<file path="config.mk">
export PLATFORM = sky130hd
export DESIGN_NAME = dis_regs
export DESIGN_NICKNAME = d
export VERILOG_FILES = /design/src/design/dis_pkg.sv /design/src/design/dis_edge_det.sv /design/src/design/dis_regs.sv /design/src/design/dis_slave_sampler.sv
export VERILOG_INCLUDE_DIRS = /design/src /design/src/design
export SDC_FILE = /design/constraint.sdc
export NUM_CORES = 1
export LEC_CHECK = 0
export BUFFER_PORTS_ARGS = -buffer_cell sky130_fd_sc_hd__buf_4
export CAP_MARGIN = 40
export CORE_AREA = 8 8 136 106
export DETAILED_ROUTE_END_ITERATION = 16
export DIE_AREA = 0 0 144 114
export PLACE_DENSITY = 0.76
export SLEW_MARGIN = 20
export SYNTH_ARGS = -nofsm -noshare
export SYNTH_HDL_FRONTEND = slang
export SYNTH_SLANG_ARGS = --single-unit
</file>
<file path="constraint.sdc">
create_clock -name pclk -period 12.5 [get_ports pclk]
set_input_delay 1.25 -clock pclk [delete_from_list [all_inputs] [get_ports pclk]]
set_output_delay 1.25 -clock pclk [all_outputs]
set_load 0.02 [all_outputs]
</file>
<file path="src/design/dis_cfg.svh">
`ifndef DIS_CFG_SVH
`define DIS_CFG_SVH
// register indices as printed; byte address is four times the index
`define DIS_IDX_TIMING 4'h2
`define DIS_IDX_SYNC 4'h3
`define DIS_ADDR_TIMING ({6'h00, `DIS_IDX_TIMING, 2'h0})
`define DIS_ADDR_SYNC ({6'h00, `DIS_IDX_SYNC, 2'h0})
`define DIS_ADDR_SLAVE 12'h010
`define DIS_ADDR_STATUS 12'h014
// timing register fields
`define DIS_T_DLY_HI 15
`define DIS_T_DLY_LO 11
`define DIS_T_MRG_HI 10
`define DIS_T_MRG_LO 7
`define DIS_T_PADSRC 6
`define DIS_T_INV 5
`define DIS_T_DLYEN 4
`define DIS_T_AUTO 3
`define DIS_T_SETHI 2
`define DIS_T_POL 1
`define DIS_T_MASK 32'h0000fffe
`define DIS_T_RESET 32'h00000004
// sync register fields
`define DIS_S_THR_HI 31
`define DIS_S_THR_LO 27
`define DIS_S_RXEN 26
`define DIS_S_TXEN 25
`define DIS_S_MASK 32'hff000000
`define DIS_S_RESET 32'h00000000
// slave mode control register
`define DIS_SL_EN 0
`define DIS_SL_INTERP_HI 2
`define DIS_SL_INTERP_LO 1
`define DIS_SL_MASK 32'h00000007
// delay figures in picoseconds
`define DIS_DLY_MIN_PS 16'd700
`define DIS_DLY_STEP_PS 16'd190
`define DIS_MRG_STEP_PS 16'd190
`define DIS_INTERP_4X 2'h2
`endif

</file>
<file path="src/design/dis_pkg.sv">
package dis_pkg;
	typedef enum logic [1:0] {DIS_IDLE, DIS_ACCESS} dis_apb_st_t;
	typedef struct packed {
		logic [1:0] sync;
		logic last;
	} dis_edge_st_t;
endpackage

</file>
<file path="src/design/dis_edge_det.sv">
`timescale 1ns/1ps
// two-flop synchroniser and edge finder for a pin input
module dis_edge_det
	import dis_pkg::*;
(
	// clock
	input wire logic pclk,
	input wire logic presetn,
	input wire logic ce,
	// pin
	input wire logic pin,
	// edges
	output logic rise,
	output logic fall
);
	dis_edge_st_t st_reg;
	dis_edge_st_t st_next;

	always_comb begin
		st_next = st_reg;
		if (ce) begin
			st_next.sync = {st_reg.sync[0], pin};
			st_next.last = st_reg.sync[1];
		end
	end

	always_ff @(posedge pclk or negedge presetn) begin
		if (!presetn) begin
			st_reg <= '0;
		end else begin
			st_reg <= st_next;
		end
	end

	// only the second flop feeds the detector
	assign rise = ce & st_reg.sync[1] & ~st_reg.last;
	assign fall = ce & ~st_reg.sync[1] & st_reg.last;
endmodule

</file>
<file path="src/design/dis_regs.sv">
`timescale 1ns/1ps
`include "dis_cfg.svh"
module dis_regs
	import dis_pkg::*;
#(
	parameter int DW = 16
) (
	// clock and reset
	input wire logic pclk,
	input wire logic presetn,
	input wire logic ce,
	// apb
	input wire logic psel,
	input wire logic penable,
	input wire logic pwrite,
	input wire logic [11:0] paddr,
	input wire logic [31:0] pwdata,
	output logic [31:0] prdata,
	output logic pready,
	output logic pslverr,
	// internal clocks and sync source
	input wire logic sample_clk,
	input wire logic sync_logic_out,
	// data clock output and timing controls
	output logic data_out_clock_src,
	output logic data_out_clock_oe,
	output logic [4:0] clk_delay_code,
	output logic [15:0] clk_delay_ps,
	output logic [3:0] margin_code,
	output logic [15:0] margin_ps,
	output logic auto_timing,
	output logic port_sync_active,
	output logic sync_pad_out,
	// sync controls
	output logic [4:0] corr_threshold,
	output logic sync_rx_en,
	output logic sync_tx_en,
	// slave data path
	input wire logic slave_data_clock_in,
	input wire logic [DW-1:0] slave_din,
	output logic [DW-1:0] slave_dout,
	output logic slave_dvalid
);
	typedef struct packed {
		logic [31:0] timing;
		logic [31:0] sync;
		logic [31:0] slave;
		logic [31:0] rdata;
	} dis_reg_st_t;
	dis_reg_st_t st_reg;
	dis_reg_st_t st_next;
	logic wr_strobe;
	logic rd_strobe;
	logic slave_ok;
	logic dci_rise;
	logic dci_fall;
	logic clk_phase;

	function automatic logic addr_hit(input logic [11:0] a);
		addr_hit = (a == `DIS_ADDR_TIMING) || (a == `DIS_ADDR_SYNC) ||
			(a == `DIS_ADDR_SLAVE) || (a == `DIS_ADDR_STATUS);
	endfunction

	assign wr_strobe = ce & psel & penable & pwrite;
	assign rd_strobe = ce & psel & ~penable & ~pwrite;

	// slave mode only honoured with 4x or 8x interpolation
	assign slave_ok = st_reg.slave[`DIS_SL_EN] &
		st_reg.slave[`DIS_SL_INTERP_HI];

	always_comb begin
		st_next = st_reg;
		if (wr_strobe) begin
			// reserved bits dropped by each register's mask; timing bit 0 is reserved
			if (paddr == `DIS_ADDR_TIMING) begin
				st_next.timing = pwdata & `DIS_T_MASK;
			end else if (paddr == `DIS_ADDR_SYNC) begin
				st_next.sync = pwdata & `DIS_S_MASK;
			end else if (paddr == `DIS_ADDR_SLAVE) begin
				st_next.slave = pwdata & `DIS_SL_MASK;
			end
		end else if (rd_strobe) begin
			// read data captured in setup so it comes from a flop
			if (paddr == `DIS_ADDR_TIMING) begin
				st_next.rdata = st_reg.timing;
			end else if (paddr == `DIS_ADDR_SYNC) begin
				st_next.rdata = st_reg.sync;
			end else if (paddr == `DIS_ADDR_SLAVE) begin
				st_next.rdata = st_reg.slave;
			end else if (paddr == `DIS_ADDR_STATUS) begin
				st_next.rdata = {31'h00000000, slave_ok};
			end else begin
				st_next.rdata = 32'h00000000;
			end
		end
	end

	always_ff @(posedge pclk or negedge presetn) begin
		if (!presetn) begin
			st_reg.timing <= `DIS_T_RESET;
			st_reg.sync <= `DIS_S_RESET;
			st_reg.slave <= 32'h00000000;
			st_reg.rdata <= 32'h00000000;
		end else begin
			st_reg <= st_next;
		end
	end

	// no wait state: setup, then access with pready high
	assign pready = psel & penable;
	assign prdata = st_reg.rdata;
	// decoded from the live address so it stands with pready
	assign pslverr = psel & penable & ~addr_hit(paddr);

	assign clk_delay_code = st_reg.timing[`DIS_T_DLY_HI:`DIS_T_DLY_LO];
	assign clk_delay_ps = `DIS_DLY_MIN_PS +
		16'(`DIS_DLY_STEP_PS * {11'h000, clk_delay_code});
	assign margin_code = st_reg.timing[`DIS_T_MRG_HI:`DIS_T_MRG_LO];
	assign margin_ps = 16'(`DIS_MRG_STEP_PS * {12'h000, margin_code});
	assign auto_timing = st_reg.timing[`DIS_T_AUTO];
	// the delay line is bypassed while the enable is low
	assign port_sync_active = st_reg.timing[`DIS_T_DLYEN];

	assign clk_phase = sample_clk ^ st_reg.timing[`DIS_T_INV];
	assign data_out_clock_src = clk_phase;
	// pin turns around to an input in slave mode
	assign data_out_clock_oe = ~slave_ok;
	assign sync_pad_out = st_reg.timing[`DIS_T_PADSRC] ?
		clk_phase : sync_logic_out;

	assign corr_threshold = st_reg.sync[`DIS_S_THR_HI:`DIS_S_THR_LO];
	assign sync_rx_en = st_reg.sync[`DIS_S_RXEN];
	assign sync_tx_en = st_reg.sync[`DIS_S_TXEN];

	dis_edge_det i_dis_edge_det (
		.pclk(pclk),
		.presetn(presetn),
		.ce(ce),
		.pin(slave_data_clock_in),
		.rise(dci_rise),
		.fall(dci_fall)
	);

	dis_slave_sampler #(.DW(DW)) i_dis_slave_sampler (
		.pclk(pclk),
		.presetn(presetn),
		.ce(ce),
		.active(slave_ok),
		.rise_sel(st_reg.timing[`DIS_T_POL]),
		.rise(dci_rise),
		.fall(dci_fall),
		.din(slave_din),
		.dout(slave_dout),
		.dvalid(slave_dvalid)
	);

	// register bus: writes land next clock, reserved bits read zero
	a_write_timing_sticks: assert property (
		@(posedge pclk) disable iff (!presetn)
		wr_strobe && paddr == `DIS_ADDR_TIMING |=>
		st_reg.timing == ($past(pwdata) & `DIS_T_MASK))
		else $error("timing register write lost");
	a_write_sync_sticks: assert property (
		@(posedge pclk) disable iff (!presetn)
		wr_strobe && paddr == `DIS_ADDR_SYNC |=>
		st_reg.sync == ($past(pwdata) & `DIS_S_MASK))
		else $error("sync register write lost");
	a_write_slave_sticks: assert property (
		@(posedge pclk) disable iff (!presetn)
		wr_strobe && paddr == `DIS_ADDR_SLAVE |=>
		st_reg.slave == ($past(pwdata) & `DIS_SL_MASK))
		else $error("slave control write lost");
	a_reserved_reads_zero: assert property (
		@(posedge pclk) disable iff (!presetn)
		(st_reg.timing & ~`DIS_T_MASK) == 32'h00000000)
		else $error("reserved timing bits set");
	a_unmapped_write_drop: assert property (
		@(posedge pclk) disable iff (!presetn)
		wr_strobe && !addr_hit(paddr) |=>
		$stable(st_reg.timing) && $stable(st_reg.sync) &&
		$stable(st_reg.slave))
		else $error("unmapped write changed a register");
	a_answer_in_access: assert property (
		@(posedge pclk) disable iff (!presetn)
		psel && penable |->
		pready && (pslverr == !addr_hit(paddr)))
		else $error("bus answer wrong in access");
	a_read_capture: assert property (
		@(posedge pclk) disable iff (!presetn)
		rd_strobe && paddr == `DIS_ADDR_TIMING |=>
		prdata == $past(st_reg.timing))
		else $error("timing read data wrong");
	a_frozen_by_ce: assert property (
		@(posedge pclk) disable iff (!presetn)
		!ce |=>
		$stable(st_reg))
		else $error("state moved while clock enable low");

	// data clock and timing controls
	a_delay_code_field: assert property (
		@(posedge pclk) disable iff (!presetn)
		wr_strobe && paddr == `DIS_ADDR_TIMING |=>
		clk_delay_code == $past(pwdata[`DIS_T_DLY_HI:`DIS_T_DLY_LO]))
		else $error("delay code not updated");
	a_delay_step_size: assert property (
		@(posedge pclk) disable iff (!presetn)
		clk_delay_ps ==
		`DIS_DLY_MIN_PS + 16'(`DIS_DLY_STEP_PS * clk_delay_code))
		else $error("delay step wrong");
	a_margin_code_field: assert property (
		@(posedge pclk) disable iff (!presetn)
		wr_strobe && paddr == `DIS_ADDR_TIMING |=>
		margin_code == $past(pwdata[`DIS_T_MRG_HI:`DIS_T_MRG_LO]))
		else $error("margin code not updated");
	a_margin_step_size: assert property (
		@(posedge pclk) disable iff (!presetn)
		margin_ps ==
		16'(`DIS_MRG_STEP_PS * margin_code))
		else $error("margin step wrong");
	a_pad_src_sync: assert property (
		@(posedge pclk) disable iff (!presetn)
		!st_reg.timing[`DIS_T_PADSRC] |->
		sync_pad_out == sync_logic_out)
		else $error("sync pad not from sync logic");
	a_pad_src_clk: assert property (
		@(posedge pclk) disable iff (!presetn)
		st_reg.timing[`DIS_T_PADSRC] |->
		sync_pad_out == data_out_clock_src)
		else $error("sync pad not from data clock");
	a_clock_invert: assert property (
		@(posedge pclk) disable iff (!presetn)
		data_out_clock_src ==
		(sample_clk ^ st_reg.timing[`DIS_T_INV]))
		else $error("data clock phase wrong");
	a_delay_bypass: assert property (
		@(posedge pclk) disable iff (!presetn)
		wr_strobe && paddr == `DIS_ADDR_TIMING |=>
		port_sync_active == $past(pwdata[`DIS_T_DLYEN]))
		else $error("delay enable not updated");
	a_timing_mode: assert property (
		@(posedge pclk) disable iff (!presetn)
		wr_strobe && paddr == `DIS_ADDR_TIMING |=>
		auto_timing == $past(pwdata[`DIS_T_AUTO]))
		else $error("timing mode not updated");

	// multichip sync controls
	a_threshold_follows: assert property (
		@(posedge pclk) disable iff (!presetn)
		wr_strobe && paddr == `DIS_ADDR_SYNC |=>
		corr_threshold == $past(pwdata[`DIS_S_THR_HI:`DIS_S_THR_LO]))
		else $error("threshold not updated");
	a_sync_rx_enable: assert property (
		@(posedge pclk) disable iff (!presetn)
		wr_strobe && paddr == `DIS_ADDR_SYNC |=>
		sync_rx_en == $past(pwdata[`DIS_S_RXEN]))
		else $error("sync receive enable not updated");
	a_sync_tx_enable: assert property (
		@(posedge pclk) disable iff (!presetn)
		wr_strobe && paddr == `DIS_ADDR_SYNC |=>
		sync_tx_en == $past(pwdata[`DIS_S_TXEN]))
		else $error("sync transmit enable not updated");
	a_sync_reserved_zero: assert property (
		@(posedge pclk) disable iff (!presetn)
		(st_reg.sync & ~`DIS_S_MASK) == 32'h00000000)
		else $error("omitted sync bits set");

	// slave sampling on the chosen edge only
	a_slave_fall_edge: assert property (
		@(posedge pclk) disable iff (!presetn)
		ce && slave_ok && !st_reg.timing[`DIS_T_POL] && dci_fall |=>
		slave_dvalid)
		else $error("falling edge sample missed");
	a_slave_rise_edge: assert property (
		@(posedge pclk) disable iff (!presetn)
		ce && slave_ok && st_reg.timing[`DIS_T_POL] && dci_rise |=>
		slave_dvalid)
		else $error("rising edge sample missed");
	a_slave_wrong_edge: assert property (
		@(posedge pclk) disable iff (!presetn)
		ce && (!slave_ok ||
		(st_reg.timing[`DIS_T_POL] ? !dci_rise : !dci_fall)) |=>
		!slave_dvalid)
		else $error("sample taken on wrong edge");
	a_slave_needs_interp: assert property (
		@(posedge pclk) disable iff (!presetn)
		!st_reg.slave[`DIS_SL_INTERP_HI] |=>
		!slave_dvalid)
		else $error("slave sample without 4x or 8x");
	a_oe_follows_slave: assert property (
		@(posedge pclk) disable iff (!presetn)
		data_out_clock_oe ==
		!(st_reg.slave[`DIS_SL_EN] && st_reg.slave[`DIS_SL_INTERP_HI]))
		else $error("data clock pin direction wrong");
endmodule

</file>
<file path="src/design/dis_slave_sampler.sv">
`timescale 1ns/1ps
// captures input data on the chosen edge of the incoming data clock
module dis_slave_sampler
	import dis_pkg::*;
#(
	parameter int DW = 16
) (
	// clock
	input wire logic pclk,
	input wire logic presetn,
	input wire logic ce,
	// control
	input wire logic active,
	input wire logic rise_sel,
	input wire logic rise,
	input wire logic fall,
	// data
	input wire logic [DW-1:0] din,
	output logic [DW-1:0] dout,
	output logic dvalid
);
	typedef struct packed {
		logic [1:0][DW-1:0] sync;
		logic [DW-1:0] data;
		logic valid;
	} dis_smp_st_t;
	dis_smp_st_t st_reg;
	dis_smp_st_t st_next;
	logic hit;

	always_comb begin
		hit = active & (rise_sel ? rise : fall);
		st_next = st_reg;
		if (ce) begin
			// data delayed the same two stages as the clock
			st_next.sync[0] = din;
			st_next.sync[1] = st_reg.sync[0];
			st_next.valid = hit;
			if (hit) begin
				st_next.data = st_reg.sync[1];
			end
		end
	end

	always_ff @(posedge pclk or negedge presetn) begin
		if (!presetn) begin
			st_reg <= '0;
		end else begin
			st_reg <= st_next;
		end
	end

	assign dout = st_reg.data;
	assign dvalid = st_reg.valid;
endmodule

</file>
# Word level (Yosys, flattened, before mapping)
# Index checks and enable logic that the tools add are counted.
dict set report word_totals {
  regBits 110
  input_bits 69
}
dict set report op_classes {
  addsub 1
  multipliers 2
  n_eq_ne 4
  n_mux 6
  bitwise_logic 23
  reduce_logical 8
}
# cell count
set ops {}
lappend ops {{$mux 32} 2}
lappend ops {{$eq 12x4->1 const B} 2}
lappend ops {{$eq 12x5->1 const B} 2}
lappend ops {{$add 10x13->14 const A} 1}
lappend ops {{$and 1x1->1} 13}
lappend ops {{$mul 7x5->12 const A} 1}
lappend ops {{$mul 7x4->11 const A} 1}
lappend ops {{$not 1->1} 9}
lappend ops {{$reduce_and 2->1} 3}
lappend ops {{$reduce_and 4->1} 1}
lappend ops {{$logic_or 1x1->1} 3}
lappend ops {{$mux 1} 3}
lappend ops {{$mux 3} 1}
lappend ops {{$reduce_and 3->1} 1}
lappend ops {{$xor 1x1->1} 1}

# Longest topological paths before layout
dict set report logic_depth {
  depth_word 6
  depth_mapped 12
}

# By module
# From an unflattened synthesis, not the netlist that was laid out.
dict set report hier_totals {
  hier_cells 475
  area_unflattened_um2 5983.2
}
# module n_inst cells_each area_per_inst_um2 seq_area_each_um2
set modules_own_cells {}
lappend modules_own_cells {dis_regs 1 344 3839.9 1252.5}
lappend modules_own_cells {dis_slave_sampler 1 123 2014.4 1226.2}
lappend modules_own_cells {dis_edge_det 1 8 128.9 75.1}

# Worst setup path after synthesis
# OpenSTA, ideal clock, no wires.
dict set report synth_timing {
  kind {reg-to-output}
  startpoint {reg st_reg (netlist bit clk_delay_code[2])}
  endpoint {out clk_delay_ps[13]}
  t_arrival_ns 4.131
  required_ns 11.250
  setup_slack_ns 7.119
  path_stages_with_launch 13
  path_buffers 0
  path_cell_list {dfrtp_1 fa_1 inv_1 fa_1 fa_1 inv_1 ha_1 and3_2 o21a_1 nor2_1 o211a_1 o211ai_2 nor4b_1}
}
dict set report synth_between {
  elab_chain_len 2
}
# item line
set synth_rtl {}
lappend synth_rtl {{from (decl)} dis_regs.sv:50} ;# dis_reg_st_t st_reg;
lappend synth_rtl {{from (signal assigned)} dis_regs.sv:105} ;# st_reg <= st_next;
lappend synth_rtl {{$mul 7x5->12 (no source line)} -}
lappend synth_rtl {{$add 10x13->14 (no source line)} -}
lappend synth_rtl {{to (decl)} dis_regs.sv:28} ;# output logic [15:0] clk_delay_ps,
# No other way between the ends.

# Final worst setup path
dict set report layout_timing {
  startpoint {reg st_reg (netlist bit clk_delay_code[2])}
  endpoint {out clk_delay_ps[12]}
}
# Same word-level chain as after synthesis.

==> summary.md <==
| Metric | Value |
|---|---|
| Core outline area | `12100 µm²` |
| Cell row count | `35` |
| Via count of the first global-routing pass | `4245` |
| Latest clock arrival within the worst-skew pair | `0.34 ns` |
| DP Worst Slack | `6.99 ns` |
| Combinational family with the most area after synthesis | `multiplexers` |
| Min-Delay Path Class | `reg2reg` |
| Final setup vio count | `0` |
| Final worst path period share | `0.466` |
| Combinational fraction of design power | `0.085` |
| Post-Route WL | `13.2 mm` |
| Category of the worst setup path launch point | `flop` |
| Cell types with the largest area share after synthesis | `sky130_fd_sc_hd__dfrtp_1 42%, sky130_fd_sc_hd__mux2_2 13%, sky130_fd_sc_hd__buf_4 9.2%, sky130_fd_sc_hd__ha_1 8.4%, sky130_fd_sc_hd__fa_1 4.7%` |
| Quantity of hold-fixing buffers added after cts | `0` |
| Antenna violations before repair | `0` |
| Result of the run | `complete, no violations` |
| Number of flip-flops and latches in the synthesized netlist | `102` |
| Effective utilization at floorplan | `0.493` |
| Maximum number of pins on one net before global-route repair | `62` |
| HPWL reported at the end of detailed placement | `10.2 mm` |
| Reg clk slew, reported paths | `0.08 ns` |
| Fin Clk Skew | `0.00726 ns` |
| Clk root buf | `sky130_fd_sc_hd__clkbuf_16` |
| Number of vias per cell after detailed routing | `4.99` |
| Area share of fa/ha/maj cells after synthesis | `0.130` |
| Switching share of total power | `0.247` |
| DR WL/cell | `17.0 µm` |
| Placed instance area | `6820 µm²` |
| Global-route usage over all layers | `0.163` |
| TritonCTS buffer count | `9` |
| Number of flip-flops under the largest register name | `32` |
| Number of endpoints with negative hold slack in the final report | `0` |
| Share of synthesized registers carrying an async set or reset | `1.00` |
| Die Height | `114 µm` |
| Worst IR drop on VDD | `0.0000712 V` |
| I/O pin total | `173` |
| Library cell with the largest summed area after synthesis | `sky130_fd_sc_hd__dfrtp_1` |
| First-pass GRT wire length | `21.3 mm` |
| Worst hold margin | `0.483 ns` |
| Number of instances in the synthesized netlist | `506` |
| RSZ-0062 raised after global routing | `false` |
| Total non-filler cell area in the finished layout | `7140 µm²` |
| Antenna Diode Count | `0` |
| Data arrival time of the critical path | `4.58 ns` |
| Main flop type after synthesis | `sky130_fd_sc_hd__dfrtp_1` |
| Residual overflow from global routing | `0` |
| Net count reported at finish | `724` |
| Mean instance size in the synthesized netlist | `11.8 µm²` |
| Clock sink total | `102` |
| Number of I/O port buffers | `148` |
| Type of element capturing the critical path | `primary output` |
| Share of cell area taken by muxes after synthesis | `0.147` |
| Lkg Pwr | `3.87 nW` |
| Total power density per cell area | `96.1 nW/µm²` |
| TritonCTS clock tree | `done` |
| Post-route total power | `0.686 mW` |
| Power Internal | `0.516 mW` |
| Compound-Gate Fraction of Synth Area | `0.0734` |
| Transition time at the pin with the least slew margin | `0.565 ns` |
| PnR worst setup slack | `6.67 ns` |
| Final weighted congestion of routability-driven global placement | `0.822` |
| Die width | `144 µm` |
| Max-slew violations | `0` |
| Post-route setup TNS | `0 ns` |
| Final antenna-violating net count | `0` |
| Fraction of power consumed by sequential logic | `0.515` |
| DRC violation count after routing | `0` |
| Number of enable flip-flop cells after synthesis | `0` |
| Critical path start-end classification | `reg2out` |
| Fraction of power consumed by the clock network | `0.400` |
| Total setup buffers inserted after CTS | `0` |
| Reported net switching power | `0.170 mW` |
| Area added between synthesis and finish | `19.2%` |
| Via count of the routed design | `3851` |
| Post-synthesis sequential area ratio | `0.427` |
| Required time at the endpoint of the critical path | `11.25 ns` |
| Area fraction in and, or, nand and nor cells after synthesis | `0.0721` |
| Rel. slew slack | `0.621` |
| Synth cell types | `58` |
| H-tree levels | `3` |
| Fraction of layout instances using a drive strength above 1 | `0.419` |
| Number of resized instances in the post-cts repair step | `0` |
| Critical path fanouts, max | `7` |
| Minimum clock period | `5.83 ns` |
| Combined area of all synthesized cells | `5990 µm²` |
| Portion of synthesized cell area occupied by the leading cell type | `0.422` |
| CTS max path bufs | `2` |
| Achievable clock frequency | `172 MHz` |
| Count of routing violations after the opening detailed-route iteration | `138` |
| Die footprint | `16400 µm²` |
| Reported max-cap violation count | `0` |
| Post-synthesis share of cell area spent on xor and xnor gates | `0.0343` |
| First-pass iteration count of the detailed router | `4` |
| Number of warnings reported in the yosys synthesis log | `0` |
==> cell type report <==
cell class	count	area (µm²)
Clock buffer	9	225
Multi-Input combinational cell	308	2810
Timing Repair Buffer	153	1170
Fill cell	998	4990
Sequential cell	102	2550
Clock inverter	7	66.3
Inverter	27	101
Tap cell	166	208
==> cells in the mapped netlist, drive strengths merged (2+ instances only) <==
cell type and number:
dfrtp 101, buf 79, mux2 78, ha 40, nand2 29, inv 27
nor2 16, o21ai 16, fa 14, xor2 11, xnor2 9, a22o 8
nor3 8, a21o 7, a21oi 6, nand3 6, clkbuf 5, nor2b 3
o211a 3, o21a 3, o31ai 3, a211oi 2, a221oi 2, and2 2
and3 2, nand2b 2, nor3b 2, o211ai 2, or3 2
==> routing by layer <==
layer	up-vias	part of all wire	track usage
met3	11	0.070	0.0563
met2	107	0.48	0.272
met5	-	0	0
met1	1886	0.44	0.202
li1	1847	-	-
met4	0	0.0083	0.0328
==> power by group through the flow <==
stage / clock [mW] / sequential [mW] / combinational, mW
2_1_floorplan: 0 / 0.357 / 0.0340
3_3_place_gp: 0 / 0.358 / 0.0556
3_5_place_dp: 0 / 0.360 / 0.0582
4_1_cts: 0.284 / 0.353 / 0.0582
5_1_grt: 0.298 / 0.356 / 0.0636
6_report: 0.274 / 0.353 / 0.0583
==> critical path, cell delays in order, from the launching register on <==
cell                        delay [ns]
sky130_fd_sc_hd__dfrtp_1          0.52
sky130_fd_sc_hd__fa_1             0.62
sky130_fd_sc_hd__inv_1            0.08
sky130_fd_sc_hd__fa_1             0.48
sky130_fd_sc_hd__fa_1             0.51
sky130_fd_sc_hd__inv_1            0.04
sky130_fd_sc_hd__ha_1             0.36
sky130_fd_sc_hd__and3_2           0.26
sky130_fd_sc_hd__o211ai_2         0.18
sky130_fd_sc_hd__a31oi_1          0.14
sky130_fd_sc_hd__xnor2_1          0.20
sky130_fd_sc_hd__a2111oi_2        0.39
sky130_fd_sc_hd__xnor3_1          0.28
sky130_fd_sc_hd__buf_4            0.17
==> placed cells by master, fill, tap and decap left out, types with 5 or more instances in the layout <==
| master | n |
|---|---|
| sky130_fd_sc_hd__dfrtp_1 | 101 |
| sky130_fd_sc_hd__nand2_1 | 29 |
| sky130_fd_sc_hd__o21ai_0 | 14 |
| sky130_fd_sc_hd__inv_1 | 27 |
| sky130_fd_sc_hd__nor3_1 | 7 |
| sky130_fd_sc_hd__conb_1 | 16 |
| sky130_fd_sc_hd__nor2_1 | 15 |
| sky130_fd_sc_hd__buf_4 | 151 |
| sky130_fd_sc_hd__clkbuf_16 | 9 |
| sky130_fd_sc_hd__a21oi_1 | 6 |
| sky130_fd_sc_hd__nand3_1 | 5 |
| sky130_fd_sc_hd__a22o_1 | 8 |
| sky130_fd_sc_hd__xor2_1 | 10 |
| sky130_fd_sc_hd__mux2_1 | 10 |
| sky130_fd_sc_hd__a21o_1 | 6 |
| sky130_fd_sc_hd__fa_1 | 14 |
| sky130_fd_sc_hd__xnor2_1 | 9 |
| sky130_fd_sc_hd__ha_1 | 40 |
| sky130_fd_sc_hd__mux2_2 | 68 |
==> final timing paths <==
check                                         endpoint  cells after the start  slack (ns)         startpoint
max in group asynchronous  i_dis_slave_sampler.dout[7]                      3       10.76            presetn
min reg2reg                                 prdata[10]                      2        0.48         prdata[10]
max reg2reg                i_dis_slave_sampler.dout[6]                      6       11.00         st_reg[97]
min                                         prdata[10]                      2        0.48         prdata[10]
max                                   clk_delay_ps[12]                     13        6.67  clk_delay_code[2]
min in group asynchronous                    prdata[6]                      1        0.89            presetn
==> cell families (layout without fill, tap and decap cells) <==
logic type | count (synthesis) | in the layout
other | 1 | 16
and+or+nand+nor | 81 | 81
adders and majority gates | 54 | 54
AOI/OAI and AO/OA | 58 | 58
muxes | 78 | 78
buffers and inverters | 111 | 196
xor gates and xnor gates | 21 | 21
DFF | 102 | 102
==> stage by stage <==
stage / cells / utilization
finish: 772 / 0.588
global route: 772 / 0.588
CTS: 771 / 0.586
detailed placement: 755 / 0.562
global placement: 754 / 0.561
floorplan: 521 / -
Note: power is estimated with default switching activity, not from simulation.
